--- config.mk ---
export PLATFORM = sky130hd
export DESIGN_NAME = port_err_regs
export DESIGN_NICKNAME = d
export VERILOG_FILES = /design/src/inc/port_err_pkg.sv /design/src/inc/age_if.sv /design/src/hw/queue_age_tracker.sv /design/src/hw/port_err_regs.sv
export SDC_FILE = /design/constraint.sdc
export NUM_CORES = 1
export LEC_CHECK = 0
export BUFFER_PORTS_ARGS = -buffer_cell sky130_fd_sc_hd__buf_4
export CAP_MARGIN = 20
export CORE_MARGIN = 2
export CORE_UTILIZATION = 55
export CTS_CLUSTER_DIAMETER = 80
export DETAILED_ROUTE_END_ITERATION = 7
export GPL_ROUTABILITY_DRIVEN = 0
export GPL_TIMING_DRIVEN = 0
export PLACE_DENSITY = 0.76
export SETUP_SLACK_MARGIN = 0.02
export SYNTH_ARGS = -nofsm -noshare
export SYNTH_HDL_FRONTEND = slang
export SYNTH_HIERARCHICAL = 1
export SYNTH_SLANG_ARGS = --single-unit
--- constraint.sdc ---
create_clock -name pclk -period 2.5 [get_ports pclk]
set_input_delay 0.5 -clock pclk [delete_from_list [all_inputs] [get_ports pclk]]
set_output_delay 0.5 -clock pclk [all_outputs]
set_load 0.01 [all_outputs]
--- src/inc/port_err_pkg.sv ---
/*
  Constants and state types for the port error and time-out register bank.
  Assumes a 100 MHz core clock and a 12-bit APB byte address.
*/
package port_err_pkg;

  // ---------------------------------------------------------------------------
  // Register byte addresses
  // ---------------------------------------------------------------------------
  localparam logic [11:0] PERR_STATUS_ADDR = 12'h744;
  localparam logic [11:0] REPORT_CTL_ADDR  = 12'h748;
  localparam logic [11:0] COUNT_ADDR       = 12'h74C;
  localparam logic [11:0] TMO_CTL_ADDR     = 12'h750;
  localparam logic [11:0] TMO_STATUS_ADDR  = 12'h754;
  localparam logic [11:0] INT_MASK_ADDR    = 12'h7F0;
  localparam logic [11:0] INT_STATUS_ADDR  = 12'h7F4;

  // ---------------------------------------------------------------------------
  // Field positions and widths
  // ---------------------------------------------------------------------------
  localparam int unsigned REPORT_SEL_LSB = 0;
  localparam int unsigned COUNT_LSB      = 0;
  localparam int unsigned TMO_ENABLE_BIT = 0;
  localparam int unsigned TMO_FLAG_LSB   = 0;
  localparam int unsigned PERR_FLAG_BIT  = 0;
  localparam int unsigned INT_PERR_BIT   = 0;
  localparam int unsigned INT_TMO_LSB    = 1;
  localparam int unsigned NUM_QUEUES     = 4;
  localparam int unsigned INT_BITS       = 5;

  // ---------------------------------------------------------------------------
  // Reset values and encodings
  // ---------------------------------------------------------------------------
  localparam logic [1:0] REPORT_SEL_RESET = 2'h2;
  localparam logic [1:0] REPORT_NONE      = 2'h0;
  localparam logic [1:0] MSG_COR          = 2'h1;
  localparam logic [1:0] MSG_NONFATAL     = 2'h2;
  localparam logic [1:0] MSG_FATAL        = 2'h3;
  localparam logic [7:0] COUNT_RESET      = 8'h00;
  localparam logic [7:0] COUNT_MAX        = 8'hFF;
  localparam logic       TMO_ENABLE_RESET = 1'b1;

  // ---------------------------------------------------------------------------
  // Time-out limit
  // ---------------------------------------------------------------------------
  localparam int unsigned TIMEOUT_MS     = 50;
  localparam int unsigned CLK_HZ         = 100_000_000;
  localparam int unsigned TIMEOUT_CYCLES = TIMEOUT_MS * (CLK_HZ / 1000);
  localparam int unsigned AGE_W          = 23;

  // ---------------------------------------------------------------------------
  // State
  // ---------------------------------------------------------------------------
  localparam int unsigned ACC_READY_BIT = 1;

  typedef enum logic [1:0] {
    ACC_WAIT  = 2'b01,
    ACC_READY = 2'b10
  } acc_phase_type;

  typedef struct packed {
    acc_phase_type        phase;
    logic [31:0]          prdata;
    logic                 pslverr;
    logic [1:0]           report_sel;
    logic [7:0]           count;
    logic                 tmo_enable;
    logic [3:0]           tmo_flag;
    logic                 perr_flag;
    logic [INT_BITS-1:0]  int_status;
    logic [INT_BITS-1:0]  int_mask;
    logic                 irq;
    logic                 msg_valid;
    logic [1:0]           msg_type;
  } core_state_type;

  typedef struct packed {
    logic [NUM_QUEUES-1:0][AGE_W-1:0] age;
    logic [NUM_QUEUES-1:0]            discard;
  } ager_state_type;

endpackage

--- src/inc/age_if.sv ---
/*
  Signals between the register bank and the queue age tracker.
  Assumes both ends run on the same core clock.
*/
`timescale 1ns/10ps
`default_nettype none

interface age_if;
  logic       enable;
  logic [3:0] head_valid;
  logic [3:0] head_taken;
  logic [3:0] discard;

  modport core (
    output enable,
    output head_valid,
    output head_taken,
    input  discard
  );

  modport ager (
    input  enable,
    input  head_valid,
    input  head_taken,
    output discard
  );
endinterface

`default_nettype wire

--- src/hw/queue_age_tracker.sv ---
/*
  Ages the packet at the head of each of the four input queues and asks
  for its discard once it has waited longer than the limit.
  Assumes head_valid and head_taken come from queue logic on pclk.
*/
`timescale 1ns/10ps
`default_nettype none

module queue_age_tracker #(
  parameter int unsigned LIMIT_CYCLES = port_err_pkg::TIMEOUT_CYCLES
) (
  // Clock and reset
  input wire logic pclk,
  input wire logic presetn,
  // Queue side
  age_if.ager      aif
);

  localparam logic [port_err_pkg::AGE_W-1:0] LIMIT = LIMIT_CYCLES[port_err_pkg::AGE_W-1:0];

  port_err_pkg::ager_state_type st_q;
  port_err_pkg::ager_state_type st_d;

  // ---------------------------------------------------------------------------
  // Age counters
  // ---------------------------------------------------------------------------
  // Only the head packet is aged; a packet behind a fresh head waits longer
  // than the limit before it can be dropped, traded for one counter a queue.
  always_comb begin
    st_d = st_q;
    for (int i = 0; i < 4; i++) begin
      st_d.discard[i] = 1'b0;
      if (!aif.enable || !aif.head_valid[i] || aif.head_taken[i] || st_q.discard[i]) begin
        st_d.age[i] = '0;
      end else if (st_q.age[i] == LIMIT) begin
        st_d.discard[i] = 1'b1;
        st_d.age[i]     = '0;
      end else begin
        st_d.age[i] = st_q.age[i] + 1'b1;
      end
    end
  end

  always_ff @(posedge pclk or negedge presetn) begin
    if (!presetn) begin
      st_q <= '0;
    end else begin
      st_q <= st_d;
    end
  end

  assign aif.discard = st_q.discard;
endmodule

`default_nettype wire

--- src/hw/port_err_regs.sv ---
/*
  Port error and time-out register bank: parity error reporting and
  counting, time-out discard enable, time-out status flags and interrupt.
  Assumes an APB master on pclk and same-clock parity and queue signals.
*/
// The APB slave port is this design's own decision.
`timescale 1ns/10ps
`default_nettype none

// Contract
// Report parity error only on flag rise
// Selector 1/2/3 sends COR/NONFATAL/FATAL message
// Selector 0 sends no message
// Eight-bit counter counts each parity error
// Counter saturates at FF, never wraps
// Counter read returns count, then clears
// Enabled time-out discards stale queued packets
// Posted queue discard sets status bit 0
// Non-posted queue discard sets status bit 1
// Completion queue discard sets status bit 2
// Insertion queue discard sets status bit 3
// Parity error sets W1C status flag
// Time-out limit is above 50 ms
// Error during counter read counted after clear
module port_err_regs #(
  parameter int unsigned TIMEOUT_CYCLES = port_err_pkg::TIMEOUT_CYCLES
) (
  // Clock and reset
  input  wire logic        pclk,
  input  wire logic        presetn,
  // APB slave
  input  wire logic        psel,
  input  wire logic        penable,
  input  wire logic        pwrite,
  input  wire logic [11:0] paddr,
  input  wire logic [31:0] pwdata,
  output logic      [31:0] prdata,
  output logic             pready,
  output logic             pslverr,
  // Parity checker
  input  wire logic        parity_err_in,
  // Input queues
  input  wire logic [3:0]  head_valid,
  input  wire logic [3:0]  head_taken,
  output logic      [3:0]  discard,
  // Error messages to the root
  output logic             err_msg_valid,
  output logic      [1:0]  err_msg_type,
  // Interrupt
  output logic             irq
);

  port_err_pkg::core_state_type st_q;
  port_err_pkg::core_state_type st_d;

  age_if aif ();

  logic acc_done;
  logic wr;
  logic rd_clr;
  logic [3:0] tmo_kept;
  logic [port_err_pkg::INT_BITS-1:0] int_kept;

  // ---------------------------------------------------------------------------
  // Address decode
  // ---------------------------------------------------------------------------
  function automatic logic addr_known(input logic [11:0] a);
    case (a)
      port_err_pkg::PERR_STATUS_ADDR,
      port_err_pkg::REPORT_CTL_ADDR,
      port_err_pkg::COUNT_ADDR,
      port_err_pkg::TMO_CTL_ADDR,
      port_err_pkg::TMO_STATUS_ADDR,
      port_err_pkg::INT_MASK_ADDR,
      port_err_pkg::INT_STATUS_ADDR: addr_known = 1'b1;
      default:                       addr_known = 1'b0;
    endcase
  endfunction

  function automatic logic [31:0] read_word(input logic [11:0] a,
                                            input port_err_pkg::core_state_type s);
    read_word = 32'h0000_0000;
    case (a)
      port_err_pkg::PERR_STATUS_ADDR: read_word[port_err_pkg::PERR_FLAG_BIT] = s.perr_flag;
      port_err_pkg::REPORT_CTL_ADDR:  read_word[port_err_pkg::REPORT_SEL_LSB +: 2] = s.report_sel;
      port_err_pkg::COUNT_ADDR:       read_word[port_err_pkg::COUNT_LSB +: 8] = s.count;
      port_err_pkg::TMO_CTL_ADDR:     read_word[port_err_pkg::TMO_ENABLE_BIT] = s.tmo_enable;
      port_err_pkg::TMO_STATUS_ADDR:  read_word[port_err_pkg::TMO_FLAG_LSB +: 4] = s.tmo_flag;
      port_err_pkg::INT_MASK_ADDR:    read_word[port_err_pkg::INT_BITS-1:0] = s.int_mask;
      port_err_pkg::INT_STATUS_ADDR:  read_word[port_err_pkg::INT_BITS-1:0] = s.int_status;
      default:                        read_word = 32'h0000_0000;
    endcase
  endfunction

  // ---------------------------------------------------------------------------
  // Age tracker hookup
  // ---------------------------------------------------------------------------
  assign aif.enable     = st_q.tmo_enable;
  assign aif.head_valid = head_valid;
  assign aif.head_taken = head_taken;

  queue_age_tracker #(
    .LIMIT_CYCLES (TIMEOUT_CYCLES)
  ) u_age (
    .pclk    (pclk),
    .presetn (presetn),
    .aif     (aif.ager)
  );

  // ---------------------------------------------------------------------------
  // Next state
  // ---------------------------------------------------------------------------
  // Read data is captured one cycle ahead of completion so prdata comes from
  // a flop; every write and the read clear act only at the completing edge.
  assign acc_done = psel && penable && (st_q.phase == port_err_pkg::ACC_READY);
  assign wr       = acc_done && pwrite;
  assign rd_clr   = acc_done && !pwrite && (paddr == port_err_pkg::COUNT_ADDR);
  assign tmo_kept = (wr && paddr == port_err_pkg::TMO_STATUS_ADDR) ?
                    (st_q.tmo_flag & ~pwdata[port_err_pkg::TMO_FLAG_LSB +: 4]) : st_q.tmo_flag;
  assign int_kept = (wr && paddr == port_err_pkg::INT_STATUS_ADDR) ?
                    (st_q.int_status & ~pwdata[port_err_pkg::INT_BITS-1:0]) : st_q.int_status;

  always_comb begin
    st_d           = st_q;
    st_d.msg_valid = 1'b0;

    case (st_q.phase)
      port_err_pkg::ACC_WAIT: begin
        if (psel && penable) begin
          st_d.phase   = port_err_pkg::ACC_READY;
          st_d.prdata  = read_word(paddr, st_q);
          st_d.pslverr = !addr_known(paddr);
        end
      end
      port_err_pkg::ACC_READY: begin
        st_d.phase = port_err_pkg::ACC_WAIT;
      end
      default: begin
        st_d.phase = port_err_pkg::ACC_WAIT;
      end
    endcase

    if (wr && paddr == port_err_pkg::REPORT_CTL_ADDR) begin
      st_d.report_sel = pwdata[port_err_pkg::REPORT_SEL_LSB +: 2];
    end
    if (wr && paddr == port_err_pkg::TMO_CTL_ADDR) begin
      st_d.tmo_enable = pwdata[port_err_pkg::TMO_ENABLE_BIT];
    end
    if (wr && paddr == port_err_pkg::INT_MASK_ADDR) begin
      st_d.int_mask = pwdata[port_err_pkg::INT_BITS-1:0];
    end

    // Sticky flags: a set in the clearing cycle wins over the clear
    if (wr && paddr == port_err_pkg::PERR_STATUS_ADDR) begin
      st_d.perr_flag = st_q.perr_flag & ~pwdata[port_err_pkg::PERR_FLAG_BIT];
    end
    if (parity_err_in) begin
      st_d.perr_flag = 1'b1;
    end
    st_d.tmo_flag   = tmo_kept | aif.discard;
    st_d.int_status = int_kept | {aif.discard, parity_err_in};

    // Counts that arrive between capture and clear survive the clear
    if (rd_clr) begin
      st_d.count = st_q.count - st_q.prdata[port_err_pkg::COUNT_LSB +: 8]
                   + {7'h00, parity_err_in};
    end else if (parity_err_in && st_q.count != port_err_pkg::COUNT_MAX) begin
      st_d.count = st_q.count + 8'h01;
    end

    if (!st_q.perr_flag && st_d.perr_flag &&
        st_q.report_sel != port_err_pkg::REPORT_NONE) begin
      st_d.msg_valid = 1'b1;
      st_d.msg_type  = st_q.report_sel;
    end

    st_d.irq = |(st_d.int_status & st_d.int_mask);
  end

  // ---------------------------------------------------------------------------
  // State register
  // ---------------------------------------------------------------------------
  always_ff @(posedge pclk or negedge presetn) begin
    if (!presetn) begin
      st_q            <= '0;
      st_q.phase      <= port_err_pkg::ACC_WAIT;
      st_q.report_sel <= port_err_pkg::REPORT_SEL_RESET;
      st_q.count      <= port_err_pkg::COUNT_RESET;
      st_q.tmo_enable <= port_err_pkg::TMO_ENABLE_RESET;
    end else begin
      st_q <= st_d;
    end
  end

  // ---------------------------------------------------------------------------
  // Outputs
  // ---------------------------------------------------------------------------
  assign prdata        = st_q.prdata;
  assign pready        = st_q.phase[port_err_pkg::ACC_READY_BIT];
  assign pslverr       = st_q.pslverr;
  assign discard       = aif.discard;
  assign err_msg_valid = st_q.msg_valid;
  assign err_msg_type  = st_q.msg_type;
  assign irq           = st_q.irq;
endmodule

`default_nettype wire

[Yosys cells after proc, flatten, opt, wreduce, memory -nomap -nowiden]
Cells that the tools add are included.
Storage, ports and cells
  register bits after elaboration: 137
  logic and storage cells: 122
  input bits: 58
  output and inout bits: 42
Operators by class
  reductions and logical operators: 39
  $add $sub $neg: 7
  multiplexer cells: 34
  bitwise operators: 9
  equality and inequality tests: 15
Operator list (count)
  23-bit two-way mux: 8
  23-bit by 1-bit adder with 23-bit output (second input constant): 4
  23-bit == test (second input constant): 4
  12-bit by 11-bit == test with 1-bit output (second input constant): 7
  35-bit two-way mux: 1
  8-bit two-way mux: 2
  1-bit logical AND: 14
  1-bit two-way mux: 13
  1-bit logical OR: 12
  5-bit bitwise AND: 2
  5-bit two-way mux: 2
  8-bit by 1-bit adder with 8-bit output: 1
  8-bit by 1-bit adder with 8-bit output (second input constant): 1
  1-bit logical NOT: 8
  8-bit != test (second input constant): 1
  2-bit case mux with 4 select lines: 1
  8-bit subtractor: 1
  1-bit case mux with 7 select lines: 1
  7-bit OR reduction: 1
  3-bit two-way mux: 2
  5-bit inverter: 1
  5-bit bitwise OR: 1
  1-bit case mux with 5 select lines: 1
  5-bit OR reduction: 1
  other kinds (13): 14

[Longest topological paths before layout]
Gate-level depths: netlist of the first run.
  word-level depth: 9
  depth in mapped cells: 12
  mapped depth without buffers: 12

[By module]
The synthesis of the first run kept the hierarchy.
By module, submodules not included
  queue_age_tracker: sequential area each 2402.3 sq um, area an instance 5018.6 sq um, times used 1, cells each 530
  port_err_regs: sequential area each 1029.7 sq um, area an instance 2703.8 sq um, times used 1, cells each 282

[Worst setup path after synthesis of the first run]
No wires, ideal clock.
  kind: input port to flip-flop
  from: input port paddr[11]
  to: register st_q, in the netlist irq
  library setup time: 0.133 ns
  slack: 0.086 ns
  cell stages on the path: 6
  required time: 2.367 ns
  arrival: 2.281 ns
  path buffers: 0
  path through: or4b_4 > nor4b_4 > and2b_4 > mux2_4 > a22o_1 > nand4b_1
RTL lines
  from (decl): RTL line port_err_regs.sv:35  | input wire logic [11:0] paddr,
  to (signal assigned): RTL line port_err_regs.sv:191  | st_q <= st_d;
  to (decl): RTL line port_err_regs.sv:53  | port_err_pkg::core_state_type st_q;

==> results.md, run 1 <==
- Largest net degree at the start of global routing: 82
- Clock transition at path regs: around 50 ps
- H-tree levels: 4
- Netlist cell types: 68
- Final Power: around 0.0056 W
- Pleak: 3.76 nW
- Clk root buf: clkbuf_16
- Total of max-cap violations: 0
- # rows: 43
- R2R Path Start: st_q[21]$_DFFE_PN0P_
- Number of global-route vias before repair: 5684
- Die H: about 120 um
- Cell count after synthesis: ~800
- Tot GR Track Use: 22.8%
- Initial antenna violation count: 0
- Status: complete, no violations
- Met1 wire length: 7470 um
- Critical path required time: 2770 ps
- Antenna-violating nets left: 0
- Crit end category: flop
- Min Hold Slack: about 33 ps
- Synth Register Bits: 137
- Pins Over Slew Limit: 0
- Reg2reg setup slack: 170 ps
- Fmax: 420 MHz
- Leading cell type in the layout, fill and taps excluded: dfrtp_1
- First-pass GRT wire length: 27000 um
- Top Layer Used: met4
- Core ar.: 13800 um2
- Final-stage net count: 986
- CTS tree: yes
- Final Worst Setup Slack: 117 ps
- Via Count: 6152
- CTS Buf Count: 17
- Clock Latency Late Sink: 420 ps
- Async S/R FF share, synth: 100%
- CP Class: in -> reg
- Initial Util: between 50 and 60%
- Clock skew: between 6 and 7 ps
- Relative slew slack: 55.0%
- Die ar.: around 15000 um2
- Final-report setup violation count: 0
- Area grow syn2layout: 16.0%
- Final hold vios: 0
- PD cells: 629 nW/um2
- WL met3: between 500 and 600 um
- Syn_area_per_cell: 9.51 um2
- Met2 WL: 7600 um
- Drt pass-1 iters: 5
- Synth Cell Area: between 7000 and 8000 um2
- Clock Path Buffers: 2
- Max FO, Critical Path: 6
- Boundary pin count: 100
- Inserted Diodes: 0
- Worst-Margin Slew: 670 ps
- Arr. time, crit path: approximately 2700 ps
- Yosys warnings: 6
- Final Cell Area: approximately 9000 um2
- Die Width: 122 um
- DRC Markers: 0
- Port Buf Inserts: 48
- Reg-to-reg endpoint: st_q[27]$_DFFE_PN0P_
- VDD IR-drop max: 0.501 mV
- Layout cells sized above 1: 17.0%
- Drt wl/cell: 14.7 um
- Most used DFF post-synth: dfrtp_1
- Worst Hold Class: in -> async
- Register area share after synthesis: 44.4%
- Worst slack, placed: -249 ps
- Final period utilization: 95.3%
- Number of synthesized flops with an enable pin: 0
- R2R cell count: 8
- Vias per cell: roughly 5.6
- Tmin final: 2380 ps
- Dpl cell area: 8430 um2
- Most frequent cells in the layout: dfrtp_1 (133), buf_4 (88), nor2_1 (78), nand2_1 (62), a21oi_1 (43)
- Clock sink count: 137
- Drt first-iter violations: about 500
- Routed wire length: approximately 16000 um
- RSZ-0062 raised after global routing: no
- Hold Buf Count CTS: 0
- Hpwl dp: 11400 um
- Startpoint Class: primary input
- Congestion Overflow GR: 0
## state kept, by name, indices dropped and copies added (netlist names)
register,cells
st_q,26
prdata,8
aif.enable,1
err_msg_valid,1
err_msg_type,2
u_age/aif.discard,4
irq,1
pslverr,1
u_age/st_q,92
pready,1
## worst max path at each step
stage | from | endpoint | slack [ps] | cells after the start
2_1_floorplan | paddr[11] | irq$_DFF_PN0_ | 90 | 6
3_3_place_gp | paddr[11] | irq$_DFF_PN0_ | -250 | 7
3_5_place_dp | paddr[11] | irq$_DFF_PN0_ | -250 | 7
4_1_cts | st_q[20]$_DFFE_PN0P_ | st_q[26]$_DFFE_PN0P_ | 30 | 12
5_1_grt | st_q[21]$_DFFE_PN0P_ | st_q[27]$_DFFE_PN0P_ | 20 | 8
6_report | paddr[11] | irq$_DFF_PN0_ | 120 | 7
## kinds of logic after synthesis
family | count (synthesis) | share of synthesized area [%]
and+or+nand+nor | 356 | 25.7
AOI/OAI and AO/OA | 122 | 9.92
xor gates and xnor gates | 63 | 7.15
adders and majority gates | 24 | 3.99
other | 1 | 0.0486
muxes | 14 | 2.07
buffers and inverters | 95 | 6.69
DFF | 137 | 44.4
## per-layer routing
layer / vias to the layer above / global-route usage [%]
met4: 0 / 9.91
met3: 28 / 4.41
met2: 129 / 35.7
met1: 2943 / 31.0
met5: - / 0
li1: 3052 / -
## synth_stat cells (4+ instances only)
cell type	number	share of area, %
a21o_1	5	0.49
a21oi_1	44	2.9
and2_1	4	0.32
and3_1	15	1.2
and4_1	11	1.2
buf_2	6	0.39
buf_4	40	3.9
clkbuf_1	9	0.44
dfrtp_1	134	43
ha_1	23	3.7
inv_1	37	1.8
mux2_2	7	1.0
mux2i_1	4	0.52
nand2_1	62	3.0
nand3_1	38	2.5
nand4_1	28	2.3
nand4b_1	5	0.57
nor2_1	78	3.8
nor2b_1	4	0.32
nor3_1	21	1.4
nor4_1	12	0.97
nor4b_1	7	0.79
o21ai_0	30	1.9
o31ai_1	13	1.3
or2_2	4	0.32
or3_1	23	1.9
or4_1	19	1.8
xnor2_1	34	3.9
xor2_1	29	3.3
## stage by stage
stage | instances | TNS, ps | util, %
after detailed placement | 1064 | -351 | 61.2
final | 1095 | 0 | 65.0
after floorplan | 835 | 0 | -
after CTS | 1094 | 0 | 64.9
after global routing | 1095 | 0 | 65.0
after global placement | 1063 | -283 | 60.9
## worst max-delay path, cell delays in order
cell and delay [ps]:
buf_4 110, or4b_4 550, nor4b_4 480, and2b_4 290, mux2_4 320, a22o_1 220, nand4b_1 190
## power by group
group / leakage [nW] / internal (W) / switching [W]
sequential: 1.86 / 0.00229 / 0.000108
combinational: 1.64 / 0.000475 / 0.000539
clock: 0.257 / 0.00136 / 0.000870
total: 3.76 / 0.00412 / 0.00152
## what timing repair did
item | CTS | global route
buffers inserted | 0 | 1
gates resized for setup | 0 | 5
setup endpoints to repair | 0 | 2
## layout make-up
cell class / count / area [um2]
sequential: 137 / 3430
clock inverter: 3 / 15.0
timing repair buffer: 50 / 399
fill: 1159 / 4810
buffer: 58 / 378
clock buffer: 27 / 503
multi-input combinational: 603 / 3870
tap: 180 / 225
inverter: 37 / 139
Power figures use the tool's default switching activity.
==> run 2, diff against run 1 <==
Clock period 2.5 ns to 2.7 ns, I/O delays scaled along.
==> results.md, run 2 (synthesis results as in run 1) <==
- Clock sink count: 137
- Clock power frac: between 30% and 40%
- Sw Ratio: 26.8%
- R2R cell count: 12
- Area of the multi-input gates: 3860 um2
- Die ar.: 15000 um2
- Critical path required time: roughly 3000 ps
- Boundary pin count: 100
- Final-stage net count: 985
- Most frequent cells in the layout: dfrtp_1 (133), buf_4 (87), nor2_1 (78), nand2_1 (62), a21oi_1 (44)
- Min Hold Slack: between 70 and 80 ps
- Number of global-route vias before repair: 5684
- Tmin final: 2410 ps
- Final hold vios: 0
- Layout cells sized above 1: 16.7%
- Worst-Margin Slew: roughly 670 ps
- Logic pwr share: approximately 18%
- Congestion Overflow GR: 0
- Clock transition at path regs: 50 ps
- Relative slew slack: a little under three fifths
- Placed insts: 1064
- Clk root buf: clkbuf_16
- Register Area: approximately 3400 um2
- Total of max-cap violations: 0
- Largest net degree at the start of global routing: 82
- Pins Over Slew Limit: 0
- Final Power: 0.00519 W
- Pleak: 3.76 nW
- Antenna-violating nets left: 0
- Tot GR Track Use: 22.8%
- Clock skew: 6.68 ps
- Reg-to-reg endpoint: st_q[26]$_DFFE_PN0P_
- Max FFs per register: 92
- Leading cell type in the layout, fill and taps excluded: dfrtp_1
- Port Buf Inserts: 48
- Arr. time, crit path: 2680 ps
- R2R Path Start: st_q[20]$_DFFE_PN0P_
- Core ar.: between 10000 and 15000 um2
- Routed wire length: between 15000 and 20000 um
- Status: complete, no violations
- First-pass GRT wire length: 27000 um
- Die H: 122 um
- Worst Hold Class: in -> async
- H-tree levels: 4
- DRC Markers: 0
- RSZ-0062 raised after global routing: no
- Hpwl dp: 11400 um
- Seq pwr share: between 40 and 50%
- Drt pass-1 iters: 5
- Reg2reg setup slack: 290 ps
- Vias per cell: 5.67
- PD cells: 580 nW/um2
- Clock Latency Late Sink: 420 ps
- Inserted Diodes: 0
- Area grow syn2layout: 15.8%
- Initial Util: 56.1%
- Die Width: roughly 120 um
- Drt wl/cell: approximately 15 um
- Hold Buf Count CTS: 0
- Post-CTS setup buffers: 0
- Fill cells: 1162
- P_int: 0.00380 W
- Post-CTS Resized: 0
- Sw power: 0.00139 W
- Final-report setup violation count: 0
- VDD IR-drop max: about 0.46 mV
- Final period utilization: 89.2%
- Startpoint Class: primary input
- Final cell count without fillers: 1094
- Fmax: slightly above 400 MHz
- Via Count: 6199
- Max FO, Critical Path: 6
- Clock Path Buffers: 2
- Initial antenna violation count: 0
- # rows: 43
- CTS tree: yes
- Biggest register: u_age/st_q
- Crit end category: flop
- CTS Buf Count: 17
- Drt first-iter violations: 535
- CP Class: in -> reg
## run 2: cell types whose count changed in the layout (fill, tap and decap cells not counted)
cell and delta:
buf_4 -1, fa_1 +1, o21ai_1 -2, a21oi_1 +1, fa_2 -1, o21ai_0 +2, a21oi_2 -1
## run 2: routing by layer
metal	vias to the layer above	share of wire, %	track usage (%)
met2	145	47	35.7
li1	3055	-	-
met5	-	0	0
met1	2968	46	31.0
met3	31	4.2	4.41
met4	0	2.5	9.91
## run 2: final cells by class
cell class,instances,area share (%)
Buffer,58,4.22
Clock buffer,27,5.62
Clock inverter,3,0.168
Inverter,37,1.55
Multi-Input combinational cell,603,43.2
Sequential cell,137,38.4
Tap cell,180,2.52
Timing Repair Buffer,49,4.38
## run 2: how the worst max path moves through the flow
stage | startpoint | end | slack (ps) | cells past startpoint
6_report | paddr[11] | irq$_DFF_PN0_ | 290 | 7
5_1_grt | st_q[20]$_DFFE_PN0P_ | st_q[26]$_DFFE_PN0P_ | 70 | 12
4_1_cts | st_q[20]$_DFFE_PN0P_ | st_q[26]$_DFFE_PN0P_ | 230 | 12
3_5_place_dp | paddr[11] | irq$_DFF_PN0_ | -90 | 7
3_3_place_gp | paddr[11] | irq$_DFF_PN0_ | -90 | 7
2_1_floorplan | paddr[11] | irq$_DFF_PN0_ | 250 | 6
## run 2: critical path, stage by stage
cell	delay [ps]
buf_4	110
or4b_4	550
nor4b_4	470
and2b_4	280
mux2_4	320
a22o_1	220
nand4b_1	190
## run 2: power by group through the flow
stage / Clock (W) / Combinational (W) / Sequential [W]
2_1_floorplan: 0 / 0.000646 / 0.00222
4_1_cts: 0.00209 / 0.000906 / 0.00222
6_report: 0.00206 / 0.000909 / 0.00222
5_1_grt: 0.00220 / 0.00102 / 0.00223
3_5_place_dp: 0 / 0.000894 / 0.00225
3_3_place_gp: 0 / 0.000868 / 0.00225
## run 2: through the flow
stage	worst slack, ps	utilization, %	instance area (um2)	TNS, ps
floorplan	246	-	7810	0
global placement	-93.4	60.9	8390	-93.4
detailed placement	-88.7	61.2	8430	-88.7
CTS	225	64.9	8940	0
global route	70.1	64.9	8940	0
finish	293	64.9	8940	0
==> run 3, diff against run 2 <==
Settings changed: PLACE_DENSITY 0.76 to 0.83.
==> results.md, run 3 (synthesis results as in run 1) <==
- Boundary pin count: 100
- Vias per cell: 5.74
- Die ar.: approximately 15000 um2
- Crit path max-delay cell type: dfrtp_2
- Sw power: 0.00140 W
- Pleak: approximately 3.8 nW
- Layout cells sized above 1: 17.1%
- Clock transition at path regs: 60 ps
- Core ar.: 13800 um2
- Final-stage net count: 985
- CP Class: reg -> reg
- Arr. time, crit path: approximately 2800 ps
- Logic pwr share: approximately 17%
- Register Area: 3430 um2
- Fmax: 411 MHz
- Final Worst Setup Slack: roughly 270 ps
- Max FO, Critical Path: 5
- Die Width: 122 um
- P_int: a little under 0.004 W
- First-pass GRT wire length: about 28000 um
- Top Layer Used: met4
- Final hold vios: 0
- VDD IR-drop max: between 0.4 and 0.5 mV
- Via Count: 6291
- Crit end category: flop
- Met1 wire length: 7380 um
- Seq pwr share: a little over two fifths
- Antenna-violating nets left: 0
- Met2 WL: 8000 um
- Clock Path Buffers: 2
- Biggest register: u_age/st_q
- CTS tree: yes
- Tmin final: 2430 ps
- Max FFs per register: 92
- Final-report setup violation count: 0
- Drt pass-1 iters: 6
- DRC Markers: 0
- WL met3: 569 um
- PD cells: just under 600 nW/um2
- Final period utilization: around nine tenths
- Worst slack, placed: -83.2 ps
- Clock sink count: 137
- Clock power frac: a little over two fifths
- Leading cell type in the layout, fill and taps excluded: dfrtp_1
- Relative slew slack: between 50% and 60%
- Worst Hold Class: in -> async
- Post-CTS setup buffers: 0
- Drt wl/cell: about 15 um
- Critical path required time: 3020 ps
- Fill cells: ~1100
- Critical-path cell list: inv_1, ha_1, inv_1, ha_1, inv_1, fa_1, nor2b_1, o21ai_0, a21oi_1, o21ai_0, nor4b_1, a211oi_1
- Hpwl dp: between 10000 and 15000 um
- Total of max-cap violations: 0
- RSZ-0062 raised after global routing: no
- Initial Util: between 50% and 60%
- Worst-Margin Slew: 724 ps
- Most frequent CP cell: inv_1
- Drt first-iter violations: between 600 and 700
- Tot GR Track Use: 23.1%
- Clk root buf: clkbuf_16
- Area grow syn2layout: 16.4%
- Die H: approximately 120 um
- Startpoint Class: flop
- Hold Buf Count CTS: 0
- Area of the multi-input gates: 3860 um2
- H-tree levels: 4
- # rows: 43
- Dpl cell area: 8430 um2
- Initial antenna violation count: 0
- Final Cell Area: 8990 um2
- Pins Over Slew Limit: 0
- Largest net degree at the start of global routing: 99
- Number of global-route vias before repair: 5871
- Status: complete, no violations
- Most frequent cells in the layout: dfrtp_1 (133), buf_4 (87), nor2_1 (78), nand2_1 (62), a21oi_1 (44)
- Clock Latency Late Sink: roughly 420 ps
- Congestion Overflow GR: 0
- Routed wire length: 16500 um
- Clock skew: 7.61 ps
- Port Buf Inserts: 48
- CTS Buf Count: 17
- Sw Ratio: 26.2%
- Inserted Diodes: 0
- CP max stage delay: 400 ps
run 3: stage by stage:
step	util, %	setup TNS [ps]	cells	hold WS [ps]	total power (W)
6_report	65.3	0	1096	26.4	0.00534
4_1_cts	65.3	0	1096	26.0	0.00536
3_3_place_gp	60.9	-65.8	1063	460	0.00310
3_5_place_dp	61.2	-83.2	1064	465	0.00314
2_1_floorplan	-	0	835	244	0.00287
5_1_grt	65.3	0	1096	40.3	0.00560
run 3: repair_timing:
action,4_1_cts,5_1_grt
hold endpoints to repair,0,0
resized for setup,0,1
endpoints found under the setup margin,0,1
run 3: final cells by class:
cell class | count | share of cell area [%]
timing repair buffer | 49 | 4.36
clock inverter | 9 | 1.09
buffer | 58 | 4.20
clock buffer | 23 | 5.20
inverter | 37 | 1.54
multi-input combinational | 603 | 42.9
tap | 180 | 2.50
sequential | 137 | 38.2
run 3: routing by layer:
| layer | global-route usage [%] | up-vias |
|---|---|---|
| met1 | 30.8 | 3020 |
| met3 | 3.86 | 45 |
| met4 | 10.6 | 0 |
| li1 | - | 3056 |
| met2 | 36.9 | 170 |
| met5 | 0 | - |
run 3: path summary, 6_finish.rpt:
| kind | from | endpoint | slack (ps) | cells after the start |
|---|---|---|---|---|
| worst min register to register | st_q[15]$_DFF_PN0_ | st_q[15]$_DFF_PN0_ | 470 | 1 |
| max in group asynchronous | presetn | st_q[20]$_DFFE_PN0P_ | 1850 | 2 |
| min in group pclk | head_taken[3] | u_age/aif.discard[3]$_DFF_PN0_ | 280 | 2 |
| worst max-delay path | st_q[20]$_DFFE_PN0P_ | st_q[26]$_DFFE_PN0P_ | 270 | 12 |
| worst max register to register | st_q[20]$_DFFE_PN0P_ | st_q[26]$_DFFE_PN0P_ | 270 | 12 |
| worst min-delay path | presetn | u_age/st_q[37]$_DFF_PN0_ | 30 | 1 |
run 3: worst max-delay path, delay by kind of cell (launching register included):
family                   cells  cell delay, ps
adder cells (fa/ha/maj)      3             810
AO/OA/AOI/OAI                4             640
flip-flops                   1             400
AND/OR/NAND/NOR              2             320
buffers and inverters        3             160
run 3: power groups by stage:
stage / sequential (W) / combinational [W] / clock (W)
2_1_floorplan: 0.00222 / 0.000646 / 0
3_3_place_gp: 0.00225 / 0.000851 / 0
3_5_place_dp: 0.00225 / 0.000885 / 0
4_1_cts: 0.00222 / 0.000893 / 0.00225
5_1_grt: 0.00223 / 0.00101 / 0.00237
6_report: 0.00222 / 0.000895 / 0.00222
